## config.mk

```make
export PLATFORM = sky130hd
export DESIGN_NAME = gct_top
export DESIGN_NICKNAME = d
export VERILOG_FILES = /design/src/gct_pkg.sv /design/src/gct_cfg_if.sv /design/src/gct_unit.sv /design/src/gct_top.sv
export SDC_FILE = /design/constraint.sdc
export NUM_CORES = 1
export LEC_CHECK = 0
export ABC_AREA = 1
export BUFFER_PORTS_ARGS = -buffer_cell sky130_fd_sc_hd__buf_2
export CAP_MARGIN = 25
export CORE_UTILIZATION = 42
export CTS_CLUSTER_SIZE = 28
export DETAILED_ROUTE_END_ITERATION = 7
export SLEW_MARGIN = 20
export SYNTH_ARGS = -nofsm -noshare
export SYNTH_HDL_FRONTEND = slang
export SYNTH_HIERARCHICAL = 1
export SYNTH_SLANG_ARGS = --single-unit
```

## constraint.sdc

```tcl
create_clock -name core_clk -period 9.95 [get_ports core_clk]
set_input_delay 0.4975 -clock core_clk [delete_from_list [all_inputs] [get_ports core_clk]]
set_output_delay 0.4975 -clock core_clk [all_outputs]
set_load 0.02 [all_outputs]
```

## src/gct_pkg.sv

```systemverilog
// package: register map, field positions, modes and constants of the counter/timer block
`default_nettype none
package gct_pkg;
	localparam int          GCT_ADDR_W     = 6;
	localparam int          GCT_DATA_W     = 32;
	localparam int          GCT_CNT_W      = 16;
	localparam int          GCT_PRE_W      = 8;
	localparam int          GCT_UNITS      = 2;
	// per-unit register offsets (byte addresses), unit 1 adds GCT_UNIT_STRIDE
	localparam logic [5:0]  GCT_OFF_CTRL   = 6'h00;
	localparam logic [5:0]  GCT_OFF_PRE    = 6'h04;
	localparam logic [5:0]  GCT_OFF_CNT    = 6'h08;
	localparam logic [5:0]  GCT_OFF_CMP    = 6'h0c;
	localparam logic [5:0]  GCT_OFF_CAP    = 6'h10;
	localparam logic [5:0]  GCT_OFF_STAT   = 6'h14;
	localparam logic [5:0]  GCT_OFF_CLR    = 6'h18;
	localparam logic [5:0]  GCT_OFF_IEN    = 6'h1c;
	localparam logic [5:0]  GCT_UNIT_STRIDE = 6'h20;
	// control register fields
	localparam int          GCT_C_RUN      = 0;
	localparam int          GCT_C_EXTCLK   = 1;
	localparam int          GCT_C_EXTGATE  = 2;
	localparam int          GCT_C_OUTEN    = 3;
	localparam int          GCT_C_MODE_LO  = 4;
	localparam int          GCT_C_MODE_W   = 3;
	localparam logic [6:0]  GCT_CTRL_RST   = 7'h00;
	// status bits
	localparam int          GCT_ST_W       = 3;
	localparam int          GCT_S_TC       = 0;
	localparam int          GCT_S_CMP      = 1;
	localparam int          GCT_S_CAP      = 2;
	localparam logic [15:0] GCT_CNT_RST    = 16'hffff;
	localparam logic [7:0]  GCT_PRE_RST    = 8'hff;

	typedef enum logic [2:0] {
		GCT_M_CAPTURE = 3'b000,
		GCT_M_COMPARE = 3'b001,
		GCT_M_SQUARE  = 3'b010,
		GCT_M_DUTY    = 3'b011,
		GCT_M_ONESHOT = 3'b100,
		GCT_M_EVENT   = 3'b101,
		GCT_M_PERIOD  = 3'b110,
		GCT_M_WIDTH   = 3'b111
	} gct_mode_t;

	// rising edge of a sampled level
	function automatic logic gct_rise(input logic now, input logic prev);
		return now & ~prev;
	endfunction
endpackage
`default_nettype wire

```

## src/gct_cfg_if.sv

```systemverilog
// interface: configuration and status between register file and one counter unit
`timescale 1ns/1ps
`default_nettype none
interface gct_cfg_if;
	import gct_pkg::*;
	logic                 run;
	logic                 ext_clk_sel;
	logic                 ext_gate;
	logic                 out_en;
	gct_mode_t            mode;
	logic [GCT_PRE_W-1:0] pre_load;
	logic [GCT_CNT_W-1:0] cnt_load;
	logic [GCT_CNT_W-1:0] cmp;
	logic                 load;
	logic [GCT_CNT_W-1:0] count;
	logic [GCT_CNT_W-1:0] capture;
	logic [GCT_ST_W-1:0]  event_pulse;
	modport regs (output run, ext_clk_sel, ext_gate, out_en, mode, pre_load, cnt_load, cmp, load,
		input count, capture, event_pulse);
	modport unit (input run, ext_clk_sel, ext_gate, out_en, mode, pre_load, cnt_load, cmp, load,
		output count, capture, event_pulse);
endinterface
`default_nettype wire

```

## src/gct_unit.sv

```systemverilog
// one counter unit: prescaler, down counter, clock select, gating and mode logic
//
// The plain strobed port and the placing of the registers are this design's own decisions.
`timescale 1ns/1ps
`default_nettype none
module gct_unit
	import gct_pkg::*;
(
	// clock and reset
	input  wire logic core_clk,
	input  wire logic sys_rst,
	input  wire logic clk_en,
	// configuration
	gct_cfg_if.unit   cfg,
	// pins
	input  wire logic ext_clk,
	input  wire logic ext_gate_in,
	output logic      tmr_out
);
	logic                 half_tick;
	logic                 ext_clk_q;
	logic                 gate_q;
	logic                 tick;
	logic                 pre_uf;
	logic                 enabled;
	logic                 armed;
	logic [GCT_PRE_W-1:0] pre;
	logic [GCT_CNT_W-1:0] cnt;
	logic                 tc;
	logic                 cmp_hit;
	logic                 cap_evt;
	logic                 gate_rise;
	logic                 gate_fall;

	// system clock halved for the internal source
	always_ff @(posedge core_clk or posedge sys_rst) begin
		if (sys_rst)
			half_tick <= 1'b0;
		else if (clk_en)
			half_tick <= ~half_tick;
	end

	always_ff @(posedge core_clk or posedge sys_rst) begin
		if (sys_rst) begin
			ext_clk_q <= 1'b0;
			gate_q    <= 1'b0;
		end else if (clk_en) begin
			ext_clk_q <= ext_clk;
			gate_q    <= ext_gate_in;
		end
	end

	assign gate_rise = gct_rise(ext_gate_in, gate_q);
	assign gate_fall = gct_rise(gate_q, ext_gate_in);
	// event mode counts rising gate edges; others use the selected clock source
	assign tick = (cfg.mode == GCT_M_EVENT) ? gate_rise :
		(cfg.ext_clk_sel ? gct_rise(ext_clk, ext_clk_q) : half_tick);
	// external gating holds counting to the gate level except in event mode; width mode measures the high phase
	assign enabled = cfg.run & armed & (~cfg.ext_gate | cfg.mode == GCT_M_EVENT | ext_gate_in);
	assign pre_uf  = enabled & tick & (pre == '0);
	assign tc      = pre_uf & (cnt == '0);
	assign cmp_hit = pre_uf & (cnt == cfg.cmp);
	assign cap_evt = (cfg.mode == GCT_M_CAPTURE | cfg.mode == GCT_M_PERIOD) ? gate_rise :
		(cfg.mode == GCT_M_WIDTH) ? gate_fall : 1'b0;

	// one-shot disarms after terminal count until software reloads
	always_ff @(posedge core_clk or posedge sys_rst) begin
		if (sys_rst)
			armed <= 1'b1;
		else if (clk_en) begin
			if (cfg.load)
				armed <= 1'b1;
			else if (tc && cfg.mode == GCT_M_ONESHOT)
				armed <= 1'b0;
		end
	end

	always_ff @(posedge core_clk or posedge sys_rst) begin
		if (sys_rst)
			pre <= GCT_PRE_RST;
		else if (clk_en) begin
			if (cfg.load || pre_uf)
				pre <= cfg.pre_load;
			else if (enabled && tick)
				pre <= pre - 1'b1;
		end
	end

	always_ff @(posedge core_clk or posedge sys_rst) begin
		if (sys_rst)
			cnt <= GCT_CNT_RST;
		else if (clk_en) begin
			if (cfg.load || tc || (cfg.mode == GCT_M_PERIOD && cap_evt))
				cnt <= cfg.cnt_load;
			else if (pre_uf)
				cnt <= cnt - 1'b1;
		end
	end

	always_ff @(posedge core_clk or posedge sys_rst) begin
		if (sys_rst)
			cfg.capture <= '0;
		else if (clk_en && cap_evt)
			cfg.capture <= cnt;
	end

	// output pin per mode, only when the output is enabled
	always_ff @(posedge core_clk or posedge sys_rst) begin
		if (sys_rst)
			tmr_out <= 1'b0;
		else if (clk_en) begin
			if (!cfg.out_en || cfg.load)
				tmr_out <= 1'b0;
			else unique case (cfg.mode)
				GCT_M_SQUARE:  if (tc) tmr_out <= ~tmr_out;
				GCT_M_DUTY:    if (tc) tmr_out <= 1'b0; else if (cmp_hit) tmr_out <= 1'b1;
				GCT_M_ONESHOT: tmr_out <= cfg.run & armed & ~tc;
				GCT_M_COMPARE: if (cmp_hit) tmr_out <= ~tmr_out;
				default:       if (tc) tmr_out <= ~tmr_out;
			endcase
		end
	end

	assign cfg.count       = cnt;
	assign cfg.event_pulse = {cap_evt & clk_en, cmp_hit & clk_en, tc & clk_en};

	a_prescale_reload: assert property (@(posedge core_clk) disable iff (sys_rst)
		clk_en && pre_uf && !cfg.load |=> pre == $past(cfg.pre_load))
		else $error("prescaler did not reload after underflow");
	a_count_step: assert property (@(posedge core_clk) disable iff (sys_rst)
		clk_en && pre_uf && !tc && !cfg.load && !cap_evt |=> cnt == $past(cnt) - 16'h0001)
		else $error("counter did not step on prescaler underflow");
	a_hold_stopped: assert property (@(posedge core_clk) disable iff (sys_rst)
		!cfg.run && !cfg.load && !cap_evt |=> cnt == $past(cnt) && pre == $past(pre))
		else $error("counter moved while stopped");
	a_oneshot_disarm: assert property (@(posedge core_clk) disable iff (sys_rst)
		clk_en && tc && cfg.mode == GCT_M_ONESHOT && !cfg.load |=> !armed)
		else $error("one-shot not disarmed at terminal count");
endmodule // gct_unit
`default_nettype wire

```

## src/gct_top.sv

```systemverilog
// top: register file, interrupt logic and two counter units
`timescale 1ns/1ps
`default_nettype none
module gct_top
	import gct_pkg::*;
(
	// clock, reset, enable
	input  wire logic                  core_clk,
	input  wire logic                  sys_rst,
	input  wire logic                  clk_en,
	// register port
	input  wire logic [GCT_ADDR_W-1:0] reg_addr,
	input  wire logic [GCT_DATA_W-1:0] reg_wdata,
	input  wire logic                  reg_wr,
	input  wire logic                  reg_rd,
	output logic      [GCT_DATA_W-1:0] reg_rdata,
	// timer pins, one per unit
	input  wire logic [GCT_UNITS-1:0]  ext_clk,
	input  wire logic [GCT_UNITS-1:0]  ext_gate,
	output logic      [GCT_UNITS-1:0]  tmr_out,
	// interrupt
	output logic                       irq
);
	import gct_pkg::*;

	logic [GCT_ST_W-1:0] status [GCT_UNITS];
	logic [GCT_ST_W-1:0] ien    [GCT_UNITS];
	logic [GCT_UNITS-1:0] irq_unit;
	logic [GCT_DATA_W-1:0] rd_unit [GCT_UNITS];

	gct_cfg_if cfg [GCT_UNITS] ();

	for (genvar u = 0; u < GCT_UNITS; u++) begin : g_unit
		logic [6:0]  ctrl;
		logic [5:0]  base;
		logic        sel;
		logic [5:0]  off;
		logic [GCT_CNT_W-1:0]  cnt_hold;
		logic [GCT_DATA_W-1:0] rd_word;

		assign base = (u == 0) ? 6'h00 : GCT_UNIT_STRIDE;
		assign sel  = (reg_addr & GCT_UNIT_STRIDE) == base;
		assign off  = reg_addr & ~GCT_UNIT_STRIDE;

		always_ff @(posedge core_clk or posedge sys_rst) begin
			if (sys_rst) begin
				ctrl            <= GCT_CTRL_RST;
				cfg[u].pre_load <= GCT_PRE_RST;
				cnt_hold        <= GCT_CNT_RST;
				cfg[u].cmp      <= '0;
				ien[u]          <= '0;
			end else if (clk_en && reg_wr && sel) begin
				if (off == GCT_OFF_CTRL) ctrl <= reg_wdata[6:0];
				if (off == GCT_OFF_PRE)  cfg[u].pre_load <= reg_wdata[GCT_PRE_W-1:0];
				if (off == GCT_OFF_CNT)  cnt_hold <= reg_wdata[GCT_CNT_W-1:0];
				if (off == GCT_OFF_CMP)  cfg[u].cmp <= reg_wdata[GCT_CNT_W-1:0];
				if (off == GCT_OFF_IEN)  ien[u] <= reg_wdata[GCT_ST_W-1:0];
			end
		end

		// writing the counter register also loads prescaler and counter
		assign cfg[u].load        = clk_en & reg_wr & sel & (off == GCT_OFF_CNT);
		// the write data bypass the held value so the load edge takes the new count, not the old one
		assign cfg[u].cnt_load    = cfg[u].load ? reg_wdata[GCT_CNT_W-1:0] : cnt_hold;
		assign cfg[u].run         = ctrl[GCT_C_RUN];
		assign cfg[u].ext_clk_sel = ctrl[GCT_C_EXTCLK];
		assign cfg[u].ext_gate    = ctrl[GCT_C_EXTGATE];
		assign cfg[u].out_en      = ctrl[GCT_C_OUTEN];
		assign cfg[u].mode        = gct_mode_t'(ctrl[GCT_C_MODE_LO +: GCT_C_MODE_W]);

		// sticky status: a new event wins over a clear in the same cycle
		always_ff @(posedge core_clk or posedge sys_rst) begin
			if (sys_rst)
				status[u] <= '0;
			else if (clk_en) begin
				if (reg_wr && sel && off == GCT_OFF_CLR)
					status[u] <= (status[u] & ~reg_wdata[GCT_ST_W-1:0]) | cfg[u].event_pulse;
				else
					status[u] <= status[u] | cfg[u].event_pulse;
			end
		end
		assign irq_unit[u] = |(status[u] & ien[u]);

		// read word per unit; the interface array may only be indexed by the generate constant
		always_comb begin
			unique case (off)
				GCT_OFF_CTRL: rd_word = {25'h0, ctrl};
				GCT_OFF_PRE:  rd_word = {24'h0, cfg[u].pre_load};
				GCT_OFF_CNT:  rd_word = {16'h0, cfg[u].count};
				GCT_OFF_CMP:  rd_word = {16'h0, cfg[u].cmp};
				GCT_OFF_CAP:  rd_word = {16'h0, cfg[u].capture};
				GCT_OFF_STAT: rd_word = {29'h0, status[u]};
				GCT_OFF_IEN:  rd_word = {29'h0, ien[u]};
				default:      rd_word = '0;
			endcase
		end
		assign rd_unit[u] = rd_word;

		// unit 1 may take unit 0's output as its clock over the board
		gct_unit u_unit (
			.core_clk    (core_clk),
			.sys_rst     (sys_rst),
			.clk_en      (clk_en),
			.cfg         (cfg[u]),
			.ext_clk     (ext_clk[u]),
			.ext_gate_in (ext_gate[u]),
			.tmr_out     (tmr_out[u])
		);

		a_status_sticky: assert property (@(posedge core_clk) disable iff (sys_rst)
			clk_en && cfg[u].event_pulse[GCT_S_TC] |=> status[u][GCT_S_TC])
			else $error("terminal count did not set status");
	end

	assign irq = |irq_unit;

	// read data one cycle after the strobe; unmapped reads give zero
	always_ff @(posedge core_clk or posedge sys_rst) begin
		if (sys_rst)
			reg_rdata <= '0;
		else if (clk_en) begin
			reg_rdata <= '0;
			if (reg_rd)
				reg_rdata <= rd_unit[reg_addr[5]];
		end
	end

	a_irq_level: assert property (@(posedge core_clk) disable iff (sys_rst)
		clk_en && !reg_wr && ((cfg[0].event_pulse & ien[0]) != '0 || (cfg[1].event_pulse & ien[1]) != '0)
		|=> irq)
		else $error("enabled event did not raise the interrupt");
	a_read_zero_idle: assert property (@(posedge core_clk) disable iff (sys_rst)
		clk_en && !reg_rd |=> reg_rdata == 32'h0000_0000)
		else $error("read data present without read strobe");
endmodule // gct_top
`default_nettype wire

```

=== Yosys cells after proc, flatten, opt, wreduce, memory -nomap -nowiden ===
Index checks and enable logic that the tools add are counted.

* Register bits after elaboration: 228
* Input bits: 47
* Output and inout bits: 35

* Equal/unequal tests: 25
* $lt $le $gt $ge: 1
* Reductions and logical operators: 60
* Mux-type cells: 42
* Bitwise logic cells: 61
* Add/sub/neg operators: 4

{| class="wikitable"
|+ Operators with widths
! cell !! count
|-
| 16-bit case mux with 7 select lines || 2
|-
| 32-bit two-way mux || 4
|-
| 16-bit two-way mux || 6
|-
| 16-bit == test || 2
|-
| 16-bit logical NOT || 2
|-
| 8-bit two-way mux || 4
|-
| 2-bit AND reduction || 16
|-
| 16-bit by 1-bit subtractor with 16-bit output, second input constant || 2
|-
| 1-bit bitwise AND || 31
|-
| 3-bit == test, second input constant || 8
|-
| 1-bit two-way mux || 22
|-
| 5-bit == test, second input constant || 4
|-
| 8-bit logical NOT || 2
|-
| 8-bit by 1-bit subtractor with 8-bit output, second input constant || 2
|-
| 1-bit logical AND || 15
|-
| 1-bit inverter || 14
|-
| 3-bit bitwise AND || 4
|-
| 6-bit logical NOT || 2
|-
| 3-bit bitwise OR || 4
|-
| 2-bit nonzero test || 6
|-
| 5-bit by 4-bit == test with 1-bit output, second input constant || 2
|-
| 5-bit nonzero test || 2
|-
| 1-bit logical OR || 8
|-
| 4-bit by 1-bit != test with 1-bit output, second input constant || 2
|-
| other kinds (14) || 27
|}

=== Logic depth before layout (Yosys ltp) ===
Gate-level depths: netlist (run 1).

* Word-level depth: 11
* Mapped depth: 15
* Depth with buffers taken out: 14

=== By module ===
The synthesis (run 1) kept the hierarchy.

{| class="wikitable"
|+ Modules (own cells, without submodules)
! module !! seq. area each (sq um) !! times used !! cells an instance !! area an instance (sq um)
|-
| gct_unit || 1157.4 || 2 || 438 || 3103.0
|-
| gct_top || 3113.0 || 1 || 764 || 6032.0
|}

=== Worst setup path after synthesis (run 1) ===
No wires, ideal clock.

* Kind: input to register
* Start: input port reg_addr[0]
* End: register g_unit[1].u_unit.cnt[0]
* Setup time: 0.076 ns
* Buffers on the path: 2
* Data required time: 9.874 ns
* Slack: 7.803 ns
* Data arrival time: 2.071 ns
* Cell stages on the path: 15
* Cells stage by stage: inv_1 -> nand2_1 -> nor2_1 -> nand2_1 -> inv_2 -> nand2_1 -> clkbuf_1 -> inv_1 -> inv_1 -> nand2_4 -> o21ai_4 -> inv_4 -> buf_6 -> nand3_1 -> nand2_1

* Longest elaborated chain between the ends: 6

{| class="wikitable"
|+ Ends and longest elaborated chain
! what !! line !! RTL
|-
| from (decl) || gct_top.sv:12 || <nowiki>input wire logic [GCT_ADDR_W-1:0] reg_addr,</nowiki>
|-
| 5-bit by 4-bit == test with 1-bit output (*) || gct_top.sv:62 || <nowiki>assign cfg[u].load = clk_en & reg_wr & sel & (off == GCT_OFF_CNT);</nowiki>
|-
| 1-bit bitwise AND (*) || gct_top.sv:62 ||
|-
| named net cfg[1].load || gct_cfg_if.sv:14 || <nowiki>logic load;</nowiki>
|-
| 1-bit logical OR (2 in a row) || gct_unit.sv:93 || <nowiki>if (cfg.load || tc || (cfg.mode == GCT_M_PERIOD && cap_evt))</nowiki>
|-
| 2-bit nonzero test (no line) || n/a ||
|-
| 2-bit AND reduction (no line) || n/a ||
|-
| to (signal assigned) || gct_unit.sv:94 || <nowiki>cnt <= cfg.cnt_load;</nowiki>
|-
| to (signal assigned) || gct_unit.sv:96 || <nowiki>cnt <= cnt - 1'b1;</nowiki>
|-
| to (decl) || gct_unit.sv:28 || <nowiki>logic [GCT_CNT_W-1:0] cnt;</nowiki>
|}

Mark *: on every way through the listed nets, which the timed path passes. The rest lies on a longest branch.
A chain may end at the register's enable or synchronous reset.

=== Worst setup path in the final report (run 1) ===
* Start: input port clk_en
* End: register g_unit[1].u_unit.pre[2]

* Longest elaborated chain between the ends: 6

{| class="wikitable"
|+ Ends and longest elaborated chain
! what !! line !! RTL
|-
| from (decl) || gct_top.sv:10 || <nowiki>input wire logic clk_en,</nowiki>
|-
| 1-bit bitwise AND (*) (3 in a row) || gct_top.sv:62 ||
|-
| named net cfg[1].load || gct_cfg_if.sv:14 ||
|-
| 1-bit logical OR (*) || gct_unit.sv:82 || <nowiki>if (cfg.load || pre_uf)</nowiki>
|-
| 2-bit nonzero test (no line) || n/a ||
|-
| 2-bit AND reduction (no line) || n/a ||
|-
| to (signal assigned) || gct_unit.sv:83 || <nowiki>pre <= cfg.pre_load;</nowiki>
|-
| to (signal assigned) || gct_unit.sv:85 || <nowiki>pre <= pre - 1'b1;</nowiki>
|-
| to (decl) || gct_unit.sv:27 || <nowiki>logic [GCT_PRE_W-1:0] pre;</nowiki>
|}

Marked as above.

==> impl_metrics.ini, run 1 <==
[power_and_ir_drop]
ir_drop_v = 0.000133
leakagePower_uw = 0.00636
power_density_nw_per_um2 = 193

[worst_setup_path]
worstSetupPathType = in -> reg
crit_slowest_cell = buf_2
crit_chain = buf_2 > inv_2 > nor3_2 > nand2_1 > buf_4 > inv_1 > nand2_1 > o21ai_1 > o21ai_0 > a21oi_1 > nor2_1
cp.required_ns = 10.40
setup.worst_path.end_class = flip-flop
path_common_cell = nand2_1
cp-start-kind = input pin
cp_max_fo = 33
slowest_delay_ns = 0.58
arrival_ns = 3.66

[route]
wirelength_mm = 35.3
viasPerCell = 5.29
wl_per_cell_um = 17.2
drt_pass1_iterations = 5
final_antenna_net_count = 0
drtIter0Drc = 1087
routed-via-count = 10866
drc = 0

[synthesis]
synth_cells = 1640
syn_avg_cell_area_um2 = 7.46
synth.cell_area_um2 = 12200
synth_edf_count = 0
yosys-top-cells-area = dfrtp_1, dfstp_2, nand2_1, nand3_1, inv_1
yosysSeqAreaShare_pct = 44.4
yosysTopAreaCellShare_pct = 23.3
synth_commonest_cells = nand2_1, nand3_1, inv_1, dfrtp_1, dfstp_2
synth-async-reset-ratio_pct = 100
synth.most_common_cell = nand2_1
yosys.area.top_type = dfrtp_1
yosysWarnings = 6
ys_ff_latch = 212
synth_cell_types = 38
synthFlopType = dfrtp_1

[final_layout]
final_util_pct = 47.1
syn2layout_area_growth_pct = 10.5
final_nets = 1708
drive_gt1_share_pct = 15.4
diodes = 0
fin_cells = 2055
fillCellCount = 2928

[clocking]
root_buffer = clkbuf_16
ctsHtreeMaxLevel = 1
post_cts_resized = 0
post_cts_buffers = 0
clockBufferDepth = 3
clk-insertion-delay-late_ns = 0.53
cts_made_buffers = 25
cts-hold-fix-buffers = 0
cts_tree = built
cts_num_sinks = 212
clkTransAtPathRegs_ns = 0.06

[die]
die_x_um = 173
coreArea_um2 = 28700
die_y_um = 173
io_pins = 82
start_util_pct = 42.6
die-area_um2 = 29800
fp-row-count = 62

[placement]
gp_congestion = 0.898
pre_cts_slack_ns = 6.28
post-place-cells = 2008
io_buffers = 49
post-dp-hpwl_mm = 24.0

[global_routing]
grt_antenna_before_repair = 0
grt.total_usage_pct = 23.9
gr-total-overflow = 0
grt_pass1_vias = 10177
grt_max_degree = 75
grt_pass1_wl_mm = 57.1

[timing]
whs_ns = 0.0519
fin_skew_ns = 0.00942
fmax_mhz = 312
drv_slew = 0
hold_viol = 0
tightest_slew_ns = 1.03
setup-violations-final = 0
worst_slew_margin_rel_pct = 31.0
fin_tns_setup_ns = 0
period_needed_ns = 3.21
period_share_pct = 32.2
setup_slack_ns = 6.74
rsz0062_at_grt = false

[outcome]
status = finished, final reports clean

[flow_run]
cap_violations = 0

[min_path]
hold_class = in -> async
worst paths after layout:
check                                                          endpoint  depth (start not counted)  slack, ns                                    from
hold reg to reg                  g_unit[0].u_unit/half_tick$_DFFE_PP0P_                          1       0.47  g_unit[0].u_unit/half_tick$_DFFE_PP0P_
hold / removal             g_unit[0].u_unit/cfg.capture[14]$_DFFE_PP0P_                          2       0.05                                 sys_rst
setup reg to reg                    g_unit[1].u_unit/pre[2]$_DFFE_PP1P_                          9       7.71           g_unit[1].ctrl[5]$_DFFE_PP0P_
setup / recovery                    g_unit[1].u_unit/pre[2]$_DFFE_PP1P_                         11       6.74                                  clk_en
max in group asynchronous             g_unit[1].cnt_hold[7]$_DFFE_PP1P_                          4       8.62                                 sys_rst
min in group core_clk            g_unit[0].u_unit/ext_clk_q$_DFFE_PP0P_                          3       0.20                              ext_clk[0]
flip-flops by register name, indices dropped and copies added, names as in the netlist:
signal                     count
cfg.pre_load                  16
g_unit.ctrl                   14
g_unit.u_unit/half_tick        2
g_unit.u_unit/armed            2
g_unit.u_unit/cfg.count       32
g_unit.u_unit/pre             16
g_unit.cnt_hold               32
reg_rdata                     16
g_unit.u_unit/tmr_out          2
g_unit.u_unit/ext_clk_q        2
cfg.cmp                       32
g_unit.u_unit/cfg.capture     32
g_unit.u_unit/gate_q           2
ien                            6
status                         6
layout make-up:
cell class | count | area [um^2] | share of cell area, %
Clock buffer | 38 | 746 | 5.52
Clock inverter | 7 | 85.1 | 0.629
Inverter | 157 | 597 | 4.41
Multi-Input combinational cell | 1194 | 5770 | 42.7
Sequential cell | 212 | 5430 | 40.1
Tap cell | 384 | 480 | 3.55
Timing Repair Buffer | 63 | 415 | 3.07
critical path: cells and delay by family:
family	cells	cell delay, ns
buffers and inverters	4	1.36
AND/OR/NAND/NOR	4	0.80
AO/OA/AOI/OAI	3	0.95
metal layers:
metal	GRT usage (%)	routed length [um]	share of wire, %	up-vias
met5	0	0	0	-
met2	36.3	15300	43	357
met1	35.5	17000	48	5119
met3	2.70	1950	5.5	64
met4	7.71	1080	3.1	0
li1	-	-	-	5326
report_power, final:
part	switching [uW]	total [uW]	internal, uW
logic	366	580	214
clock network	368	934	566
registers	94.6	1090	998
total	828	2610	1780
through the flow:
stage / total power (uW) / area (um^2)
floorplan: 1530 / 12300
global placement: 1660 / 12600
detailed placement: 1680 / 12600
CTS: 2620 / 13500
global route: 2750 / 13500
finish: 2610 / 13500
kinds of logic after synthesis:
logic type      after synthesis  synth area share [%]
flops                       212                  44.4
buf+inv                     249                  9.04
compound gates              206                  8.82
fa+ha+maj                     8                 0.818
xor+xnor                     56                  4.01
simple gates                908                  32.9
other cells                   1                0.0306
cell usage in the layout, fill, tap and decap left out, types with 11 or more instances in the layout:
cell type,netlist,final
a21oi_1,23,23
nor2_1,85,85
inv_1,144,141
dfstp_2,98,98
nor3_1,14,14
clkbuf_16,0,26
o21ai_1,79,79
xor2_1,30,30
nand3_1,145,145
nor2_2,15,14
xnor2_1,26,26
inv_2,9,11
buf_2,23,49
dfrtp_1,114,114
nand4_1,76,76
nand2_1,541,540
conb_1,1,16
o21ai_0,91,91
No activity file was read; power rests on OpenSTA's default activity.
==> inputs of run 2 (changes only) <==
--- a/config.mk
+++ b/config.mk
@@ -5,7 +5,7 @@
 export SDC_FILE = /design/constraint.sdc
 export NUM_CORES = 1
 export LEC_CHECK = 0
-export ABC_AREA = 1
+export ABC_AREA = 0
 export BUFFER_PORTS_ARGS = -buffer_cell sky130_fd_sc_hd__buf_2
 export CAP_MARGIN = 25
 export CORE_UTILIZATION = 42
==> constraint.sdc (replaced) <==
create_clock -name core_clk -period 2.9 [get_ports core_clk]
set_input_delay 0.145 -clock core_clk [delete_from_list [all_inputs] [get_ports core_clk]]
set_output_delay 0.145 -clock core_clk [all_outputs]
set_load 0.02 [all_outputs]
==> run 2 against run 1 <==
Against the previous run: wire length grew 3.0%; sequential cell count unchanged; final cell count is 19% lower; largest power group unchanged; synthesized area grew 0.44%; die area increased by 0.43%; highest routed layer unchanged; critical endpoint is now g_unit[1].u_unit/cfg.count[11]$_DFFE_PP1P_; count of clock-buffer cells in the layout is 3 lower; global-route usage up 0.40 points.
==> impl_metrics.ini, run 2 <==
[outcome]
status = finished, final reports clean

[clocking]
clk-insertion-delay-late_ns = 0.54
clockBufferDepth = 3
ctsHtreeMaxLevel = 1
post_cts_buffers = 0
cts_made_buffers = 25
root_buffer = clkbuf_16
cts_num_sinks = 212
cts_tree = built
clkTransAtPathRegs_ns = 0.06

[flow_run]
cap_violations = 0

[power_and_ir_drop]
switching_share_pct = 27.9
power_density_nw_per_um2 = 553
power_frac_comb_pct = 13.0
p_int_uw = 5510
clkPwrFrac_pct = 40.6
seqPwrFrac_pct = 46.5
switchingPower_uw = 2130
ir_drop_v = 0.000298
leakagePower_uw = 0.00609

[timing]
period_needed_ns = 2.67
fmax_mhz = 375
rsz0062_at_grt = false
setup-violations-final = 0
hold_viol = 0
fin_tns_setup_ns = 0
period_share_pct = 92.1
worst_slew_margin_rel_pct = 34.7
fin_skew_ns = 0.0162
drv_slew = 0
tightest_slew_ns = 0.975

[route]
wl_per_cell_um = 21.9
viasPerCell = 6.00
final_antenna_net_count = 0
routed-via-count = 9943
drc = 0
drt_pass1_iterations = 6
drtIter0Drc = 973
wirelength_mm = 36.3

[final_layout]
final_common_cell = nand2_1
drive_gt1_share_pct = 30.3
final_nets = 1308
multi_input_area_um2 = 6270
final_util_pct = 48.0
syn2layout_area_growth_pct = 12.4
regArea_um2 = 5430
mostFrequentLayoutCells = nand2_1, dfrtp_1, dfstp_2
fillCellCount = 2668
fin_area_um2 = 13800

[die]
die-area_um2 = 30000
die_y_um = 173
io_pins = 82
die_x_um = 173
coreArea_um2 = 28800
fp-row-count = 62
start_util_pct = 42.7

[synthesis]
synthFlopType = dfrtp_1
yosys.area.top_type = dfrtp_1
synth_edf_count = 0
yosysTopAreaCellShare_pct = 23.2
synth_commonest_cells = nand2_1, dfrtp_1, dfstp_2, mux2_2, nand3_1
synth_cell_types = 90
ys_ff_latch = 212
yosysWarnings = 6
yosys-top-cells-area = dfrtp_1, dfstp_2, mux2_2, nand2_1, nand3_1
yosysSeqAreaShare_pct = 44.2
syn_avg_cell_area_um2 = 10.2
synth_cells = 1203
synth.cell_area_um2 = 12300
synth.most_common_cell = nand2_1
synth-async-reset-ratio_pct = 100

[worst_setup_path]
worstSetupPathType = reg -> reg
cp_max_fo = 18
crit_path_start = g_unit[1].u_unit/pre[2]$_DFFE_PP1P_
crit_slowest_cell = o21a_1
arrival_ns = 3.11
setup.worst_path.end_class = flip-flop
slowest_delay_ns = 0.61
r2r_start = g_unit[1].u_unit/pre[2]$_DFFE_PP1P_
cp.required_ns = 3.34
crit_chain = nor3_1 > nand3_1 > a211oi_2 > o21a_1 > o21ai_1 > a211oi_1
cp-start-kind = flip-flop

[global_routing]
grt_pass1_vias = 9759
grt_max_degree = 47
grt.total_usage_pct = 24.3
grt_antenna_before_repair = 0
gr-total-overflow = 0
grt_pass1_wl_mm = 57.5

[min_path]
hold_class = in -> reg
hold_start = reg_wdata[0]

[placement]
post-dp-hpwl_mm = 25.6
gp_congestion = 0.918
io_buffers = 49
placed_cell_area_um2 = 12900
run 2: critical path: cells and delay by family (launching register included):
family          cells  cell delay (ns)
compound gates      4             1.42
flops               1             0.39
simple gates        2             0.76
run 2: metal layers:
metal | vias to the layer above | share of wire (%) | routed length [um] | track usage [%]
met4 | 0 | 2.0 | 716 | 6.19
met1 | 5066 | 47 | 16900 | 35.5
met2 | 329 | 46 | 16700 | 38.3
met3 | 51 | 5.6 | 2050 | 2.90
li1 | 4497 | - | - | -
met5 | - | 0 | 0 | 0
run 2: what timing repair did:
item / CTS / global route
resized for setup: 0 / 0
hold endpoints to repair: 109 / 0
hold buffers: 13 / 0
run 2: metrics by stage:
stage	setup WS (ns)	power, uW	instances	hold slack (ns)
floorplan	0.683	4230	1218	0.262
CTS	0.369	7690	1656	0.0508
global route	0.110	7940	1656	0.0739
finish	0.230	7640	1657	0.0635
detailed placement	0.392	4560	1597	0.210
global placement	0.446	4520	1595	0.390
run 2: cells by family (layout without fill, tap and decap cells):
kind of cell,count (synthesis),in the layout,synth area share [%]
muxes,135,135,12.8
and+or+nand+nor,448,448,19.8
DFF,212,212,44.2
xor gates and xnor gates,36,36,2.57
other,1,17,0.0305
buffers and inverters,127,181,5.34
AOI/OAI and AO/OA,236,236,14.4
adders and majority gates,8,8,0.814
run 2: power groups by stage:
| stage | combinational [uW] | clock, uW | sequential [uW] |
|---|---|---|---|
| 4_1_cts | 986 | 3160 | 3550 |
| 5_1_grt | 1090 | 3270 | 3580 |
| 3_3_place_gp | 943 | 0 | 3580 |
| 6_report | 991 | 3100 | 3550 |
| 3_5_place_dp | 968 | 0 | 3590 |
| 2_1_floorplan | 744 | 0 | 3490 |
run 2: final cells by class:
cell class	count	area share (%)
diodes	1	0.0181
clock buffers	35	5.38
clock inverters	11	0.462
inverters	36	1.01
multi-input cells	879	45.4
flip-flops and latches	212	39.3
well taps	384	3.48
repair buffers	99	5.00
run 2: final timing paths:
| path | end | slack [ns] | depth (start not counted) |
|---|---|---|---|
| min in group asynchronous | g_unit[1].u_unit/cfg.capture[12]$_DFFE_PP0P_ | 0.19 | 3 |
| max in group asynchronous | g_unit[0].u_unit/cfg.count[7]$_DFFE_PP1P_ | 1.75 | 4 |
| max | g_unit[1].u_unit/cfg.count[11]$_DFFE_PP1P_ | 0.23 | 6 |
| min reg2reg | g_unit[1].u_unit/half_tick$_DFFE_PP0P_ | 0.46 | 1 |
| max reg2reg | g_unit[1].u_unit/cfg.count[11]$_DFFE_PP1P_ | 0.23 | 6 |
| min | status[3]$_DFFE_PP0P_ | 0.06 | 3 |
==> inputs of run 3 (changes only) <==
==> constraint.sdc (replaced) <==
create_clock -name core_clk -period 2.5 [get_ports core_clk]
set_input_delay 0.125 -clock core_clk [delete_from_list [all_inputs] [get_ports core_clk]]
set_output_delay 0.125 -clock core_clk [all_outputs]
set_load 0.02 [all_outputs]
==> run 3 against run 2 <==
Against the previous run: critical path type unchanged; sequential cell count stayed put; setup slack worse by 0.045 ns; clock skew is 0.0036 ns lower.
==> impl_metrics.ini, run 3 (synthesized netlist as in run 2, its figures left out) <==
[outcome]
status = finished, final reports clean

[power_and_ir_drop]
power_density_nw_per_um2 = 643
power_frac_comb_pct = 13.4
ir_drop_v = 0.000443
switching_share_pct = 26.9
p_int_uw = 6700
clkPwrFrac_pct = 42.0
leakagePower_uw = 0.00634
switchingPower_uw = 2460
seqPwrFrac_pct = 44.6

[worst_setup_path]
worstSetupPathType = reg -> reg
crit_slowest_cell = dfstp_2
arrival_ns = 2.76
setup.worst_path.end_class = flip-flop
cp.required_ns = 2.94
slowest_delay_ns = 0.39
cp_max_fo = 20
crit_chain = nor3_1 > nand3_1 > a211oi_2 > buf_4 > o21a_1 > buf_12 > o21ai_1 > a211oi_1
cp-start-kind = flip-flop

[global_routing]
gr-total-overflow = 0
grt_pass1_vias = 9815
grt_max_degree = 98
grt_antenna_before_repair = 0
grt.total_usage_pct = 24.7
grt_pass1_wl_mm = 58.4

[timing]
fin_tns_setup_ns = 0
setup-violations-final = 0
rsz0062_at_grt = false
fin_skew_ns = 0.0127
tightest_slew_ns = 0.898
period_needed_ns = 2.32
period_share_pct = 92.6
fmax_mhz = 432
hold_viol = 0
worst_slew_margin_rel_pct = 39.8
drv_slew = 0

[flow_run]
cap_violations = 0

[die]
io_pins = 82
die_y_um = 173
die_x_um = 173
fp-row-count = 62
die-area_um2 = 30000
start_util_pct = 42.7
coreArea_um2 = 28800

[route]
wirelength_mm = 37.1
drt_pass1_iterations = 7
drtIter0Drc = 868
routed-via-count = 10060
viasPerCell = 5.92
final_antenna_net_count = 0
routed-wl-met3_mm = 2.35
routed.top_layer = met4
wl_met2_mm = 17.1
drc = 0
wl_per_cell_um = 21.8
m1WireLength_mm = 16.9

[final_layout]
mostFrequentLayoutCells = nand2_1, dfrtp_1, dfstp_2
fin_cells = 1700
fillCellCount = 2683
drive_gt1_share_pct = 32.8
diodes = 0
final_common_cell = nand2_1
syn2layout_area_growth_pct = 15.9
final_nets = 1353

[clocking]
cts_tree = built
clockBufferDepth = 3
post_cts_buffers = 0
root_buffer = clkbuf_16
cts_made_buffers = 25
cts_num_sinks = 212
clkTransAtPathRegs_ns = 0.06
clk-insertion-delay-late_ns = 0.53
ctsHtreeMaxLevel = 1

[min_path]
hold_class = in -> reg

[placement]
gp_congestion = 0.908
post-dp-hpwl_mm = 26.2
post-place-cells = 1642
io_buffers = 49
## run 3: worst paths after layout
| kind | start | endpoint | slack (ns) | depth (start not counted) |
|---|---|---|---|---|
| min in group asynchronous | sys_rst | g_unit[0].u_unit/cfg.capture[12]$_DFFE_PP0P_ | 0.11 | 3 |
| max in group asynchronous | sys_rst | g_unit[1].u_unit/pre[6]$_DFFE_PP1P_ | 1.37 | 4 |
| worst min-delay path | reg_wdata[1] | status[1]$_DFFE_PP0P_ | 0.06 | 3 |
| worst max-delay path | g_unit[0].u_unit/pre[2]$_DFFE_PP1P_ | g_unit[0].u_unit/cfg.count[11]$_DFFE_PP1P_ | 0.18 | 8 |
| worst max register to register | g_unit[0].u_unit/pre[2]$_DFFE_PP1P_ | g_unit[0].u_unit/cfg.count[11]$_DFFE_PP1P_ | 0.18 | 8 |
| worst min register to register | g_unit[1].u_unit/half_tick$_DFFE_PP0P_ | g_unit[1].u_unit/half_tick$_DFFE_PP0P_ | 0.46 | 1 |
## run 3: per-layer routing
layer	GRT usage, %	vias to the layer above
met5	0	-
met4	5.13	0
met3	3.76	55
met2	39.1	354
met1	35.9	5076
li1	-	4575
## run 3: worst max-delay path, delay by kind of cell, from the launching register on
kind | cells | cell delay (ns)
AO/OA/AOI/OAI | 4 | 0.78
AND/OR/NAND/NOR | 2 | 0.69
flip-flops | 1 | 0.39
buffers and inverters | 2 | 0.34
## run 3: layout make-up
class	count	area, um^2	area share (%)
clock buffer	36	737	5.17
clock inverter	9	126	0.887
inverter	36	139	0.975
multi-input combinational	879	6310	44.3
sequential	212	5430	38.1
tap	384	480	3.37
timing repair buffer	144	1030	7.22
## run 3: power groups by stage
stage	clock network, uW	registers (uW)	logic (uW)
finish	3850	4080	1230
global route	4050	4120	1350
CTS	3890	4080	1220
detailed placement	0	4130	1200
global placement	0	4130	1180
floorplan	0	4040	862
## run 3: what timing repair did
item	4_1_cts	5_1_grt
hold buffers	13	0
endpoints found under the hold margin	149	0
setup endpoints to repair	2	7
gates resized for setup	1	5
## run 3: through the flow
| step | hold WS, ns | setup slack, ns | cell area [um^2] | total power [uW] | utilization (%) |
|---|---|---|---|---|---|
| 6_report | 0.0588 | 0.185 | 14200 | 9160 | 49.5 |
| 5_1_grt | 0.0608 | 0.00589 | 14200 | 9520 | 49.5 |
| 4_1_cts | 0.0453 | 0.0843 | 14200 | 9190 | 49.4 |
| 3_5_place_dp | 0.105 | 0.00989 | 13200 | 5340 | 45.9 |
| 3_3_place_gp | 0.103 | 0.0708 | 13200 | 5310 | 45.9 |
| 2_1_floorplan | 0.242 | 0.303 | 12400 | 4910 | - |
